===== config.mk =====
export PLATFORM = sky130hd
export DESIGN_NAME = facp_alert_cond
export DESIGN_NICKNAME = d
export VERILOG_FILES = /design/src/design/facp_pkg.sv /design/src/design/facp_alert_cond.sv
export SDC_FILE = /design/constraint.sdc
export NUM_CORES = 1
export LEC_CHECK = 0
export BUFFER_PORTS_ARGS = -buffer_cell sky130_fd_sc_hd__clkbuf_2
export CAP_MARGIN = 20
export CORE_MARGIN = 8
export CORE_UTILIZATION = 62
export CTS_CLUSTER_DIAMETER = 100
export DETAILED_ROUTE_END_ITERATION = 16
export PLACE_DENSITY = 0.93
export SYNTH_ARGS = -nofsm -noshare
export SYNTH_HDL_FRONTEND = slang
export SYNTH_SLANG_ARGS = --single-unit
export TNS_END_PERCENT = 50

===== constraint.sdc =====
create_clock -name clk -period 3.81 [get_ports clk]
set_input_delay 1.143 -clock clk [delete_from_list [all_inputs] [get_ports clk]]
set_output_delay 1.143 -clock clk [all_outputs]
set_load 0.01 [all_outputs]

===== src/design/facp_pkg.sv =====
// shared constants of the alert conditioning block
package facp_pkg;
	// register offsets and the clear faults command code
	localparam logic [7:0] CMD_CLEAR_FAULTS = 8'h03;
	localparam logic [7:0] ADDR_BUS_STATUS = 8'h7A;
	localparam logic [7:0] ADDR_CUR_STATUS = 8'h7B;
	localparam logic [7:0] ADDR_COND_CFG = 8'hDD;
	localparam logic [7:0] ADDR_POL_FORCE = 8'hDE;
	localparam logic [7:0] ADDR_MASK_A = 8'h1B;
	localparam logic [7:0] ADDR_MASK_B = 8'hDF;
	// alert_condition_config fields
	localparam int BYPASS_B_LSB = 12;
	localparam int BYPASS_A_LSB = 9;
	localparam int OC_GLITCH_LSB = 7;
	localparam int UV_GLITCH_LSB = 5;
	localparam int OV_GLITCH_LSB = 3;
	localparam int OC_ON_BIT = 2;
	localparam int OV_ON_BIT = 1;
	localparam int UV_ON_BIT = 0;
	localparam logic [15:0] COND_CFG_WMASK = 16'h7FFF;
	// alert_polarity_force fields
	localparam int LEVEL_B_BIT = 3;
	localparam int LEVEL_A_BIT = 2;
	localparam int FORCE_B_BIT = 1;
	localparam int FORCE_A_BIT = 0;
	// status bit positions
	localparam int BUS_OV_FLAG_BIT = 6;
	localparam int BUS_UV_FLAG_BIT = 5;
	localparam int OC_FLAG_BIT = 5;
	// source index inside three-bit groups: 2 = ov, 1 = uv, 0 = oc
	localparam int SRC_OV = 2;
	localparam int SRC_UV = 1;
	localparam int SRC_OC = 0;
	// reset values
	localparam logic [15:0] COND_CFG_RESET = 16'h0000;
	localparam logic [3:0] POL_FORCE_RESET = 4'h0;
	localparam logic [2:0] MASK_RESET = 3'h7;
	localparam logic [2:0] FLAGS_RESET = 3'h0;
	// timing
	localparam int CLK_PERIOD_NS = 40;
	localparam int GLITCH_2US_NS = 2000;
	localparam int GLITCH_4US_NS = 4000;
	localparam int GLITCH_8US_NS = 8000;
	localparam logic [7:0] GLITCH_2US_CYC = 8'((GLITCH_2US_NS + CLK_PERIOD_NS - 1) / CLK_PERIOD_NS);
	localparam logic [7:0] GLITCH_4US_CYC = 8'((GLITCH_4US_NS + CLK_PERIOD_NS - 1) / CLK_PERIOD_NS);
	localparam logic [7:0] GLITCH_8US_CYC = 8'((GLITCH_8US_NS + CLK_PERIOD_NS - 1) / CLK_PERIOD_NS);

	typedef struct packed {
		logic [15:0] condCfg;
		logic [3:0] polForce;
		logic [2:0] maskA;
		logic [2:0] maskB;
		logic [2:0] sync1;
		logic [2:0] sync2;
		logic [2:0][7:0] glitchCnt;
		logic [2:0] flags;
		logic alertAOeN;
		logic alertAOut;
		logic alertB;
		logic [15:0] rdData;
	} facp_state_type;
endpackage


===== src/design/facp_alert_cond.sv =====
// Overview of operation
// - bits 14..12 bypass filtering for alert b
// - bits 11..9 bypass filtering for alert a
// - both alerts share comparators, filters, flags
// - bits 8..7 set shared overcurrent filter
// - bits 6..5 set shared undervoltage filter
// - bits 4..3 set shared overvoltage filter
// - codes give 0, 2, 4, 8 us
// - fault passes only after full filter time
// - bit 2 enables overcurrent comparator
// - bit 1 enables overvoltage comparator
// - bit 0 enables undervoltage comparator
// - level bits pick each pin's active level
// - force bits assert pins regardless of faults
// - command 0x03 clears all status flags
// - bus overvoltage flag latches in bit 6
// - bus undervoltage flag latches in bit 5
// - writing one clears a latched flag
// - current status holds flag bit 5 only
// - overcurrent flag latches on shunt trip
// - masks default set, masked sources ignored
`timescale 1ns/1ps
module facp_alert_cond (
	input wire logic clk,
	input wire logic reset_n,
	input wire logic overvoltCmp,
	input wire logic undervoltCmp,
	input wire logic overcurrentCmp,
	input wire logic regWrite,
	input wire logic regRead,
	input wire logic [7:0] regAddr,
	input wire logic [15:0] regWrData,
	input wire logic cmdStrobe,
	input wire logic [7:0] cmdCode,
	output logic [15:0] regRdData,
	output logic alertAPinOut,
	output logic alertAPinOeN,
	output logic alertBPin
);
	import facp_pkg::*;

	facp_state_type state_reg;
	facp_state_type state_next;

	logic [2:0] cmpOn;
	logic [2:0] rawFault;
	logic [2:0] filtFault;
	logic [2:0][7:0] glitchLimit;
	logic [2:0] flagW1c;
	logic clearAll;
	logic [2:0] srcA;
	logic [2:0] srcB;
	logic activeA;
	logic activeB;

	// comparator enables gate the synchronised comparator levels
	assign cmpOn[SRC_OC] = state_reg.condCfg[OC_ON_BIT];
	assign cmpOn[SRC_OV] = state_reg.condCfg[OV_ON_BIT];
	assign cmpOn[SRC_UV] = state_reg.condCfg[UV_ON_BIT];
	assign rawFault = state_reg.sync2 & cmpOn;

	// one filter per source, shared by both pins
	generate
		for (genvar i = 0; i < 3; i++) begin : g_filter
			logic [1:0] sel;
			if (i == SRC_OC) begin : g_oc
				assign sel = state_reg.condCfg[OC_GLITCH_LSB +: 2];
			end else if (i == SRC_UV) begin : g_uv
				assign sel = state_reg.condCfg[UV_GLITCH_LSB +: 2];
			end else begin : g_ov
				assign sel = state_reg.condCfg[OV_GLITCH_LSB +: 2];
			end
			// filter code to cycle count
			always_comb begin
				case (sel)
					2'b00: glitchLimit[i] = 8'h00;
					2'b01: glitchLimit[i] = GLITCH_2US_CYC;
					2'b10: glitchLimit[i] = GLITCH_4US_CYC;
					2'b11: glitchLimit[i] = GLITCH_8US_CYC;
					default: glitchLimit[i] = 8'h00;
				endcase
			end
			// passes only once the fault has held for the limit
			assign filtFault[i] = rawFault[i] && (state_reg.glitchCnt[i] >= glitchLimit[i]);
		end
	endgenerate

	// one-to-clear strobes into the flag group
	always_comb begin
		flagW1c = 3'h0;
		if (regWrite && regAddr == ADDR_BUS_STATUS) begin
			flagW1c[SRC_OV] = regWrData[BUS_OV_FLAG_BIT];
			flagW1c[SRC_UV] = regWrData[BUS_UV_FLAG_BIT];
		end
		if (regWrite && regAddr == ADDR_CUR_STATUS) begin
			flagW1c[SRC_OC] = regWrData[OC_FLAG_BIT];
		end
	end
	assign clearAll = cmdStrobe && cmdCode == CMD_CLEAR_FAULTS;

	// per-pin source: latched flag when conditioned, raw level when bypassed
	assign srcA = (state_reg.flags & ~state_reg.condCfg[BYPASS_A_LSB +: 3])
		| (rawFault & state_reg.condCfg[BYPASS_A_LSB +: 3]);
	assign srcB = (state_reg.flags & ~state_reg.condCfg[BYPASS_B_LSB +: 3])
		| (rawFault & state_reg.condCfg[BYPASS_B_LSB +: 3]);
	assign activeA = state_reg.polForce[FORCE_A_BIT] || |(srcA & ~state_reg.maskA);
	assign activeB = state_reg.polForce[FORCE_B_BIT] || |(srcB & ~state_reg.maskB);

	// next state
	always_comb begin
		state_next = state_reg;
		// two-flop synchronisers on the comparator levels
		state_next.sync1 = {overvoltCmp, undervoltCmp, overcurrentCmp};
		state_next.sync2 = state_reg.sync1;
		// run-length counters, saturating
		for (int i = 0; i < 3; i++) begin
			if (!rawFault[i]) begin
				state_next.glitchCnt[i] = 8'h00;
			end else if (state_reg.glitchCnt[i] != 8'hFF) begin
				state_next.glitchCnt[i] = state_reg.glitchCnt[i] + 8'h01;
			end
		end
		// flags: a new fault wins over a clear in the same cycle
		if (clearAll) begin
			state_next.flags = filtFault;
		end else begin
			state_next.flags = (state_reg.flags & ~flagW1c) | filtFault;
		end
		// configuration writes
		if (regWrite) begin
			case (regAddr)
				ADDR_COND_CFG: state_next.condCfg = regWrData & COND_CFG_WMASK;
				ADDR_POL_FORCE: state_next.polForce = regWrData[3:0];
				ADDR_MASK_A: state_next.maskA = regWrData[2:0];
				ADDR_MASK_B: state_next.maskB = regWrData[2:0];
				default: state_next.condCfg = state_reg.condCfg;
			endcase
		end
		// read data, unmapped offsets answer zero
		if (regRead) begin
			case (regAddr)
				ADDR_BUS_STATUS: state_next.rdData = {8'h00, 1'b0, state_reg.flags[SRC_OV],
					state_reg.flags[SRC_UV], 5'h00};
				ADDR_CUR_STATUS: state_next.rdData = {8'h00, 2'b00, state_reg.flags[SRC_OC],
					5'h00};
				ADDR_COND_CFG: state_next.rdData = state_reg.condCfg;
				ADDR_POL_FORCE: state_next.rdData = {12'h000, state_reg.polForce};
				ADDR_MASK_A: state_next.rdData = {13'h0000, state_reg.maskA};
				ADDR_MASK_B: state_next.rdData = {13'h0000, state_reg.maskB};
				default: state_next.rdData = 16'h0000;
			endcase
		end
		// pin levels: level bit 1 means active high
		state_next.alertAOut = 1'b0;
		// open drain: active low pulls the wire down, active high releases it
		state_next.alertAOeN = state_reg.polForce[LEVEL_A_BIT] ? activeA : ~activeA;
		state_next.alertB = state_reg.polForce[LEVEL_B_BIT] ? activeB : ~activeB;
	end

	// state register
	always_ff @(posedge clk or negedge reset_n) begin
		if (!reset_n) begin
			state_reg <= '0;
			state_reg.condCfg <= COND_CFG_RESET;
			state_reg.polForce <= POL_FORCE_RESET;
			state_reg.maskA <= MASK_RESET;
			state_reg.maskB <= MASK_RESET;
			state_reg.flags <= FLAGS_RESET;
			state_reg.alertAOeN <= 1'b1;
			state_reg.alertB <= 1'b1;
		end else begin
			state_reg <= state_next;
		end
	end

	// outputs straight from the state register
	assign regRdData = state_reg.rdData;
	assign alertAPinOut = state_reg.alertAOut;
	assign alertAPinOeN = state_reg.alertAOeN;
	assign alertBPin = state_reg.alertB;
endmodule // facp_alert_cond


Yosys cells after proc, flatten, opt, wreduce, memory -nomap -nowiden
Index checks and enable logic that the tools add are counted.
{"block": "totals", "reg_bits": 76, "in_bits": 40, "out_inout_bits": 19}
{"block": "classes", "addsub": 3, "order_cmp": 3, "eq_ne": 22, "n_mux": 15, "bitwise": 18, "reduce_logical": 17}
{"operator": "$pmux W8 S4", "n": 3}
{"operator": "$pmux W15 S6", "n": 1}
{"operator": "$mux W8", "n": 6}
{"operator": "$add A8 B1 Y8 const B", "n": 3}
{"operator": "$and A3 B3 Y3", "n": 8}
{"operator": "$eq A8 B8 Y1 const B", "n": 3}
{"operator": "$ge A8 B8 Y1", "n": 3}
{"operator": "$ne A8 B8 Y1 const B", "n": 3}
{"operator": "$eq A8 B7 Y1 const B", "n": 2}
{"operator": "$not A3 Y3", "n": 5}
{"operator": "$eq A2 B2 Y1 const B", "n": 6}
{"operator": "$or A3 B3 Y3", "n": 3}
{"operator": "$eq A8 B2 Y1 const B", "n": 1}
{"operator": "$eq A8 B5 Y1 const B", "n": 1}
{"operator": "$reduce_and A2 Y1", "n": 4}
{"operator": "$eq A2 B1 Y1 const B", "n": 3}
{"operator": "$logic_and A1 B1 Y1", "n": 6}
{"operator": "$logic_not A2 Y1", "n": 3}
{"operator": "$ne A2 B1 Y1 const B", "n": 3}
{"operator": "$reduce_or A3 Y1", "n": 2}
{"operator": "$mux W1", "n": 3}
{"operator": "$mux W3", "n": 1}
{"operator": "$logic_or A1 B1 Y1", "n": 2}
{"operator": "$mux W2", "n": 1}
{"operator": "$not A1 Y1", "n": 2}

Depth between registers and ports, before layout
Gate-level depths: netlist of run 1.
{"block": "depth", "ltp_word": 8, "depth_mapped": 8, "depth_no_buf": 8}

Least setup slack after synthesis of run 1
OpenSTA, ideal clock, no wires.
{"block": "synth_path", "kind": "input to register", "start": "input port regAddr[1]", "end": "register state_reg[58] in the netlist's numbering", "t_arrival_ps": 2243, "required_ps": 3685, "path_slack_ps": 1442, "stages": 5, "path_buffers": 2, "cell_sequence": "buf_2 -> nor2b_1 -> and3_1 -> buf_2 -> mux2_2"}
{"block": "synth_between", "elab_chain_len": 2}
{"item": "from (decl)", "line": "facp_alert_cond.sv:31", "source": "input wire logic [7:0] regAddr,"}
{"item": "$eq A8 B8 Y1", "line": "facp_alert_cond.sv:131", "source": "case (regAddr)"}
{"item": "$reduce_and A2 Y1 (no source line)"}
{"item": "to (signal assigned)", "line": "facp_alert_cond.sv:172", "source": "state_reg <= state_next;"}
{"item": "to (decl)", "line": "facp_alert_cond.sv:42", "source": "facp_state_type state_reg;"}
Every way passes these cells.
A chain may end at the register's enable or synchronous reset.

Final worst setup path of run 1
{"block": "layout_path", "start": "input port regAddr[0]", "end": "register state_reg[75] in the netlist's numbering"}
Same word-level chain as after synthesis.

==> results of run 1 <==
-- cells by family (layout without fill, tap and decap cells) --
| kind of cell | after synthesis | count (layout) | synth area share, % |
|---|---|---|---|
| compound gates | 81 | 81 | 12.1 |
| xor+xnor | 10 | 10 | 2.07 |
| fa+ha+maj | 33 | 33 | 9.75 |
| buf+inv | 63 | 109 | 7.59 |
| flops | 75 | 75 | 44.5 |
| mux | 26 | 26 | 6.76 |
| other cells | 1 | 2 | 0.0885 |
| simple gates | 140 | 140 | 17.1 |
-- critical path: stages --
cell and delay, ps:
clkbuf_2 190, nand2_1 130, nor4_4 490, buf_4 310
mux2_2 350
-- final cells by class --
type                            instances  area [µm²]  area share [%]
Multi-Input combinational cell        292        2040            44.1
Sequential cell                        75        1890            40.8
Clock buffer                           12         145            3.14
Timing Repair Buffer                   56         285            6.17
Inverter                               37         139            3.00
Tap cell                               80         100            2.16
Clock inverter                          4        27.5           0.595
-- Yosys cell counts, drive strengths merged, types with 3 or more instances --
cell	number	area share [%]
nor3b	3	0.53
nor3	5	0.71
nor2	30	2.7
dfrtp	67	40
a31oi	5	0.74
a21oi	18	2.1
and3	6	0.89
nor2b	4	0.77
o21ai	23	2.7
xor2	8	1.7
o211ai	6	1.1
nand4	8	1.2
nand3	15	1.8
a211oi	4	0.71
mux2	21	5.6
nand2	45	4.0
ha	33	9.7
and2	3	0.44
inv	37	3.3
or3	3	0.44
nand2b	5	0.74
buf	24	4.1
o22ai	9	1.3
o2111ai	3	0.62
dfstp	8	5.0
mux2i	5	1.2
-- metrics by stage --
step	util (%)	cells	hold WS [ps]
final	68.8	556	343
after global routing	68.8	556	351
after CTS	68.8	556	344
after detailed placement	66.3	540	335
after global placement	66.3	540	335
after floorplan	-	430	331
-- worst max path at each step --
stage	endpoint	slack (ps)
floorplan	state_reg[58]	1440
global placement	state_reg[73]	1110
detailed placement	state_reg[71]	1060
CTS	state_reg[71]	1440
global route	cmpOn[1]	1300
finish	state_reg[75]	1420
-- layer usage --
metal  wire (µm)  global-route usage (%)
met1        3900                    22.5
met2        4680                    33.6
met3         690                    5.21
met4         237                    11.2
met5           0                       0
-- power breakdown --
part | leakage (µW) | switching, µW | internal, µW | total [µW]
Sequential | 0.000957 | 27.8 | 826 | 854
Combinational | 0.00116 | 99.0 | 70.4 | 169
Clock | 0.0000786 | 287 | 254 | 541
==> flow_summary.yaml, run 1 <==
outcome:
  status: "finished, final reports clean"
detailed_routing:
  ant_nets: 0
  wire_per_inst_um: 17.1
  drc: 0
  dr.pass1.iters: 4
  drt_wl_total_mm: 9.50
  routed_via_density: 5.93
  via_count: 3298
  drt_iter0_drc: 188
global_route:
  overflow: 0
  grt_pass1_vias: 3314
  grt_first_pass_wirelength_mm: 15.6
  antenna_found_initial: 0
  grt_max_degree: 76
  gr-usage-all-layers_pct: 20.0
sta:
  max_slew.worst_pin.slew_ps: 916
  rsz0062_at_grt: "false"
  finalWorstSetupSlack_ps: 1420
  fmax_mhz: 418
  period_share_pct: 62.7
  hold_viol_final: 0
  setup_violations: 0
  fin_skew_ps: 8.61
  slew_headroom_pct: 39.0
  slew_violations: 0
  fin_crit_ps: 2390
  finalSetupTns_ps: 0
layout:
  area_growth_pct: 9.16
  drive_gt1_share_pct: 21.8
  final_cell_mix: "dfrtp_1, clkbuf_2, nand2_1"
  final_cell_area_um2: 4620
  fillCellCount: 486
  n_antenna_cell: 0
  largest_reg_flops: 46
  nets: 544
  final_common_cell: "dfrtp_1"
min_path:
  min_to: "state_reg[47]"
  worst_hold_startpoint: "state_next[47]"
  hold_path_depth: 0
  hp-class: "flop to flop"
logic_synthesis:
  yosysWarnings: 0
  async_flop_share_pct: 100
  synth_area_um2: 4240
  yosysUniqueCellTypes: 53
  netlist_instances: 429
  syn_avg_cell_area_um2: 9.88
  yosysSeqAreaShare_pct: 44.5
  synth_ff_type: "dfrtp_1"
  synth_edf_count: 0
  ys_seq_elements: 75
setup_path:
  rrSetupSlack_ps: 2060
  worstRegToRegCells: 6
  crit_type: "primary input to flop"
  crit_path_start_kind: "primary input"
  end_kind: "flop"
  critPathMaxFanout: 13
  rr_endpoint: "state_reg[21]"
  critical_path.startpoint: "regAddr[0]"
  arrival_ps: 2620
  cp.required_ps: 4040
  reg2reg_from: "g_filter[2].sel[0]"
floorplan:
  pin_count: 59
  core_area_um2: 6720
  die_h_um: 98.7
  die_x_um: 98.7
  rows: 30
  start_util_pct: 63.1
  die_area_um2: 9730
cts:
  clkSlewWorstSetupHoldPaths_ps: 80
  cts_buffers: 9
  cts.sinks: 75
  cts_tree: "done"
  post_cts_buffers: 0
  clock_tree.root_cell: "clkbuf_8"
  h-tree-depth: 3
  clk_latency_ps: 340
  ctsResizeCount: 0
  cts_hold_buf: 0
  clockBufferDepth: 2
place:
  pre_cts_slack_ps: 1060
  place.gp.congestion: 0.928
  port_buffers: 55
  placed_area_um2: 4450
  dpl.hpwl_mm: 7.19
power:
  leakage_uw: 0.00220
  power_uw: 1560
  powerDensity_nw_per_um2: 338
  ir_drop_v: 0.000193
run:
  maxCapViolations: 0
(Power assumes the default switching activity.)
==> inputs of run 2 (changes only) <==
- CORE_UTILIZATION: 62 -> 52
- PLACE_DENSITY: 0.93 -> 0.84
- clock period: 3.81 -> 2.16 ns (I/O delays scaled with it)
==> flow_summary.yaml, run 2 (synthesized netlist as in run 1, its figures left out) <==
min_path:
  hp-class: "primary input to async pin"
setup_path:
  cpPeakStageDelay_ps: 360
  path_delay_family: "buffers and inverters"
  reg2reg_from: "g_filter[0].sel[0]"
  critPathMaxFanout: 13
  critical_path.startpoint: "regAddr[0]"
  arrival_ps: 1940
  cp.required_ps: 2390
  end_kind: "flop"
  slowest_stage: "mux2_2"
  crit_type: "primary input to flop"
  path_buf_inv: 2
  crit_path_start_kind: "primary input"
  worstPathCellList: "clkbuf_2 -> nand2_1 -> nor4_4 -> buf_4 -> mux2_2"
sta:
  slew_violations: 0
  hold_viol_final: 0
  rsz0062_at_grt: "false"
  fin_crit_ps: 1710
  fmax_mhz: 585
  finalSetupTns_ps: 0
  setup_violations: 0
  period_share_pct: 79.1
  max_slew.worst_pin.slew_ps: 574
  fin_skew_ps: 9.06
  slew_headroom_pct: 61.7
cts:
  clockBufferDepth: 2
  cts_hold_buf: 0
  cts_tree: "done"
  cts_buffers: 9
  clk_latency_ps: 350
  ctsResizeCount: 0
  h-tree-depth: 3
  post_cts_buffers: 0
  clkSlewWorstSetupHoldPaths_ps: 70
  cts.sinks: 75
  clock_tree.root_cell: "clkbuf_8"
power:
  powerDensity_nw_per_um2: 633
  power_uw: 3020
  ir_drop_v: 0.000326
  leakage_uw: 0.00226
detailed_routing:
  dr_wl_met3_um: 636
  drc: 0
  wl_met1_mm: 3.99
  wl_met2_mm: 4.75
  drt_wl_total_mm: 9.58
  top_layer: "met4"
  via_count: 3333
  wire_per_inst_um: 16.3
  routed_via_density: 5.68
  drt_iter0_drc: 140
  dr.pass1.iters: 4
  ant_nets: 0
global_route:
  antenna_found_initial: 0
  grt_pass1_vias: 3304
  gr-usage-all-layers_pct: 17.6
  grt_max_degree: 37
  overflow: 0
  grt_first_pass_wirelength_mm: 16.0
floorplan:
  die_h_um: 106
  core_area_um2: 8050
  die_area_um2: 11300
  pin_count: 59
  start_util_pct: 52.6
  rows: 33
  die_x_um: 106
place:
  port_buffers: 55
  place.gp.congestion: 0.895
  dpl.hpwl_mm: 7.18
layout:
  area_growth_pct: 12.5
  nets: 550
  fin_util_pct: 59.2
  n_antenna_cell: 0
  final_cell_mix: "dfrtp_1, clkbuf_2, nand2_1"
  largest_reg_flops: 46
  final_common_cell: "dfrtp_1"
  multiInputGateArea_um2: 2040
  seqCellArea_um2: 1890
  fillCellCount: 681
  drive_gt1_share_pct: 23.2
outcome:
  status: "finished, final reports clean"
run:
  maxCapViolations: 0
## run 2: cell types whose count changed in the layout (fill, tap and decap cells not counted), sizes merged
cell      before  now
buf            2    8
bufinv         0    2
clkinv         1    2
clkbuf        66   64
clkinvlp       3    2
## run 2: final timing paths
| kind | end | slack [ps] | cells after the start |
|---|---|---|---|
| setup / recovery | state_reg[74] | 450 | 5 |
| hold / removal | state_reg[26] | 170 | 1 |
| setup reg to reg | state_reg[19] | 490 | 7 |
| hold reg to reg | state_reg[46] | 350 | 0 |
| max in group asynchronous | state_reg[52] | 1370 | 2 |
| min in group clk | state_reg[46] | 350 | 0 |
## run 2: worst reg2reg max path: cells and delay by family (launching register included)
kind | cells | cell delay (ps)
buffers and inverters | 1 | 80
and+or+nand+nor | 3 | 360
AOI/OAI and AO/OA | 1 | 140
DFF | 1 | 450
adders and majority gates | 2 | 600
## run 2: power by group
group / internal [µW] / switching [µW] / leakage, µW
combinational: 130 / 177 / 0.00120
clock: 681 / 523 / 0.000108
sequential: 1460 / 49.7 / 0.000957
## run 2: area by class of cell
cell class              instances  share of cell area (%)
clock inverters                 6                    1.86
clock buffers                  10                    2.89
flip-flops and latches         75                    39.6
inverters                      37                    2.91
multi-input cells             292                    42.8
well taps                     105                    2.76
repair buffers                 62                    7.19
## run 2: layer usage
layer | track usage (%) | vias to the layer above
met5 | 0 | -
met4 | 8.64 | 0
met3 | 4.66 | 18
met2 | 29.1 | 120
met1 | 20.8 | 1604
li1 | - | 1591
## run 2: through the flow
stage               setup WS [ps]  area, µm²  std cells  hold slack, ps
floorplan                     287       4240        430             331
finish                        451       4770        587             165
detailed placement            132       4540        571             335
CTS                           464       4770        587             164
global placement              174       4540        571             336
global route                  383       4770        587             174
==> inputs of run 3 (changes only) <==
- clock period: 2.16 -> 1.5 ns (I/O delays scaled with it)
==> flow_summary.yaml, run 3 (synthesized netlist as in run 1, its figures left out) <==
sta:
  max_slew.worst_pin.slew_ps: 671
  period_share_pct: 110
  fin_crit_ps: 1650
  finalWorstSetupSlack_ps: -150
  slew_violations: 0
  rsz0062_at_grt: "true"
  hold_viol_final: 0
  fmax_mhz: 606
  slew_headroom_pct: 54.7
  setup_violations: 4
  fin_skew_ps: 11.3
  finalSetupTns_ps: -280
floorplan:
  die_h_um: 106
  die_area_um2: 11300
  pin_count: 59
  rows: 33
  start_util_pct: 52.6
  die_x_um: 106
  core_area_um2: 8050
outcome:
  violations: "setup timing"
  status: "finished, violations left"
layout:
  multiInputGateArea_um2: 2400
  drive_gt1_share_pct: 42.1
  largest_reg_flops: 46
  layoutNonFillerInstCount: 637
  n_antenna_cell: 0
  final_common_cell: "dfrtp_1"
  fillCellCount: 563
  area_growth_pct: 30.1
  seqCellArea_um2: 1900
  final_cell_mix: "dfrtp_1, clkbuf_2, buf_4"
  nets: 600
detailed_routing:
  drc: 0
  via_count: 3756
  routed_via_density: 5.90
  ant_nets: 0
  drt_wl_total_mm: 11.9
  dr.pass1.iters: 5
  drt_iter0_drc: 276
  wire_per_inst_um: 18.7
cts:
  cts_tree: "done"
  h-tree-depth: 3
  clkSlewWorstSetupHoldPaths_ps: 90
  cts.sinks: 75
  cts_buffers: 9
  clock_tree.root_cell: "clkbuf_8"
  clk_latency_ps: 360
  clockBufferDepth: 2
place:
  port_buffers: 55
  dpl.hpwl_mm: 8.06
  place.gp.congestion: 0.929
  dpl.cell_count: 609
setup_path:
  cp.required_ps: 1730
  path_buf_inv: 2
  cpPeakStageDelay_ps: 420
  path_depth: 8
  crit_path_start_kind: "flop"
  path_delay_family: "adder cells"
  slowest_stage: "dfrtp_1"
  critPathMaxFanout: 3
  crit_type: "flop to flop"
  worstPathCellList: "inv_1 -> ha_4 -> ha_4 -> buf_4 -> a21oi_1 -> o21ai_0 -> nand2_1 -> o211ai_1"
  worstRegToRegCells: 8
  end_kind: "flop"
  arrival_ps: 1880
  crit_top_cell: "ha_4"
power:
  ir_drop_v: 0.000398
  powerDensity_nw_per_um2: 815
  leakage_uw: 0.00248
global_route:
  gr-usage-all-layers_pct: 19.1
  met2_usage_pct: 33.4
  met3_usage_pct: 4.17
  grt_use_met1_pct: 20.9
  grt_max_degree: 35
  antenna_found_initial: 0
  grt_pass1_vias: 3842
  overflow: 0
  top_usage_layer: "met2"
  grt_first_pass_wirelength_mm: 17.4
min_path:
  hold_path_depth: 1
  hp-class: "primary input to flop"
run:
  maxCapViolations: 0
run 3: cell types whose count changed in the layout (fill, tap and decap cells not counted), moves of 6 or more:
cell | before | now
dfrtp_1 | 67 | 59
inv_1 | 37 | 28
a21oi_2 | 0 | 6
dfrtp_2 | 0 | 8
a21oi_1 | 18 | 12
inv_2 | 0 | 8
ha_4 | 0 | 18
buf_4 | 7 | 53
ha_1 | 33 | 12
run 3: stage by stage:
stage               setup WS (ps)  hold WS (ps)  area (µm²)  total power [µW]  util [%]
floorplan                   -45.3           154        4290              2460         -
global placement             -199           334        4870              2690      60.5
detailed placement           -249           338        4870              2730      60.5
CTS                          -180           191        5150              4320      63.9
global route                 -250           183        5510              4650      68.4
finish                       -150           188        5510              4490      68.4
run 3: worst reg2reg max path: stages (launching register included):
cell,delay (ps)
dfrtp_1,420
inv_1,130
ha_4,220
ha_4,220
buf_4,120
a21oi_1,150
o21ai_0,100
nand2_1,90
o211ai_1,80
run 3: power breakdown:
| group | switching, µW | internal, µW | total (µW) |
|---|---|---|---|
| clock | 791 | 813 | 1600 |
| sequential | 81.1 | 2100 | 2180 |
| combinational | 366 | 343 | 709 |
| total | 1240 | 3250 | 4490 |
run 3: path summary, 6_finish.rpt:
path	start	end	slack [ps]
max in group asynchronous	reset_n	alertAPinOeN	460
max reg2reg	g_filter[2].sel[0]	state_reg[21]	-150
min reg2reg	state_next[46]	state_reg[46]	350
min	overvoltCmp	state_next[48]	190
max	g_filter[2].sel[0]	state_reg[21]	-150
min in group asynchronous	reset_n	cmpOn[2]	520
run 3: cell type report:
| class | count | share of cell area (%) |
|---|---|---|
| inverters | 37 | 2.57 |
| flip-flops and latches | 75 | 34.4 |
| multi-input cells | 292 | 43.5 |
| repair buffers | 112 | 13.4 |
| clock inverters | 6 | 1.18 |
| well taps | 105 | 2.38 |
| clock buffers | 10 | 2.50 |
run 3: what timing repair did:
action,4_1_cts,5_1_grt
hold endpoints to repair,13,0
setup buffers,4,7
setup endpoints to repair,4,12
hold buffers,1,0
pin swaps,4,25
gates resized for setup,7,66
run 3: routing by layer:
layer	vias to the layer above	share of wire [%]
met5	-	0
met4	0	3.8
met3	39	7.0
met2	175	52
met1	1845	38
li1	1697	-
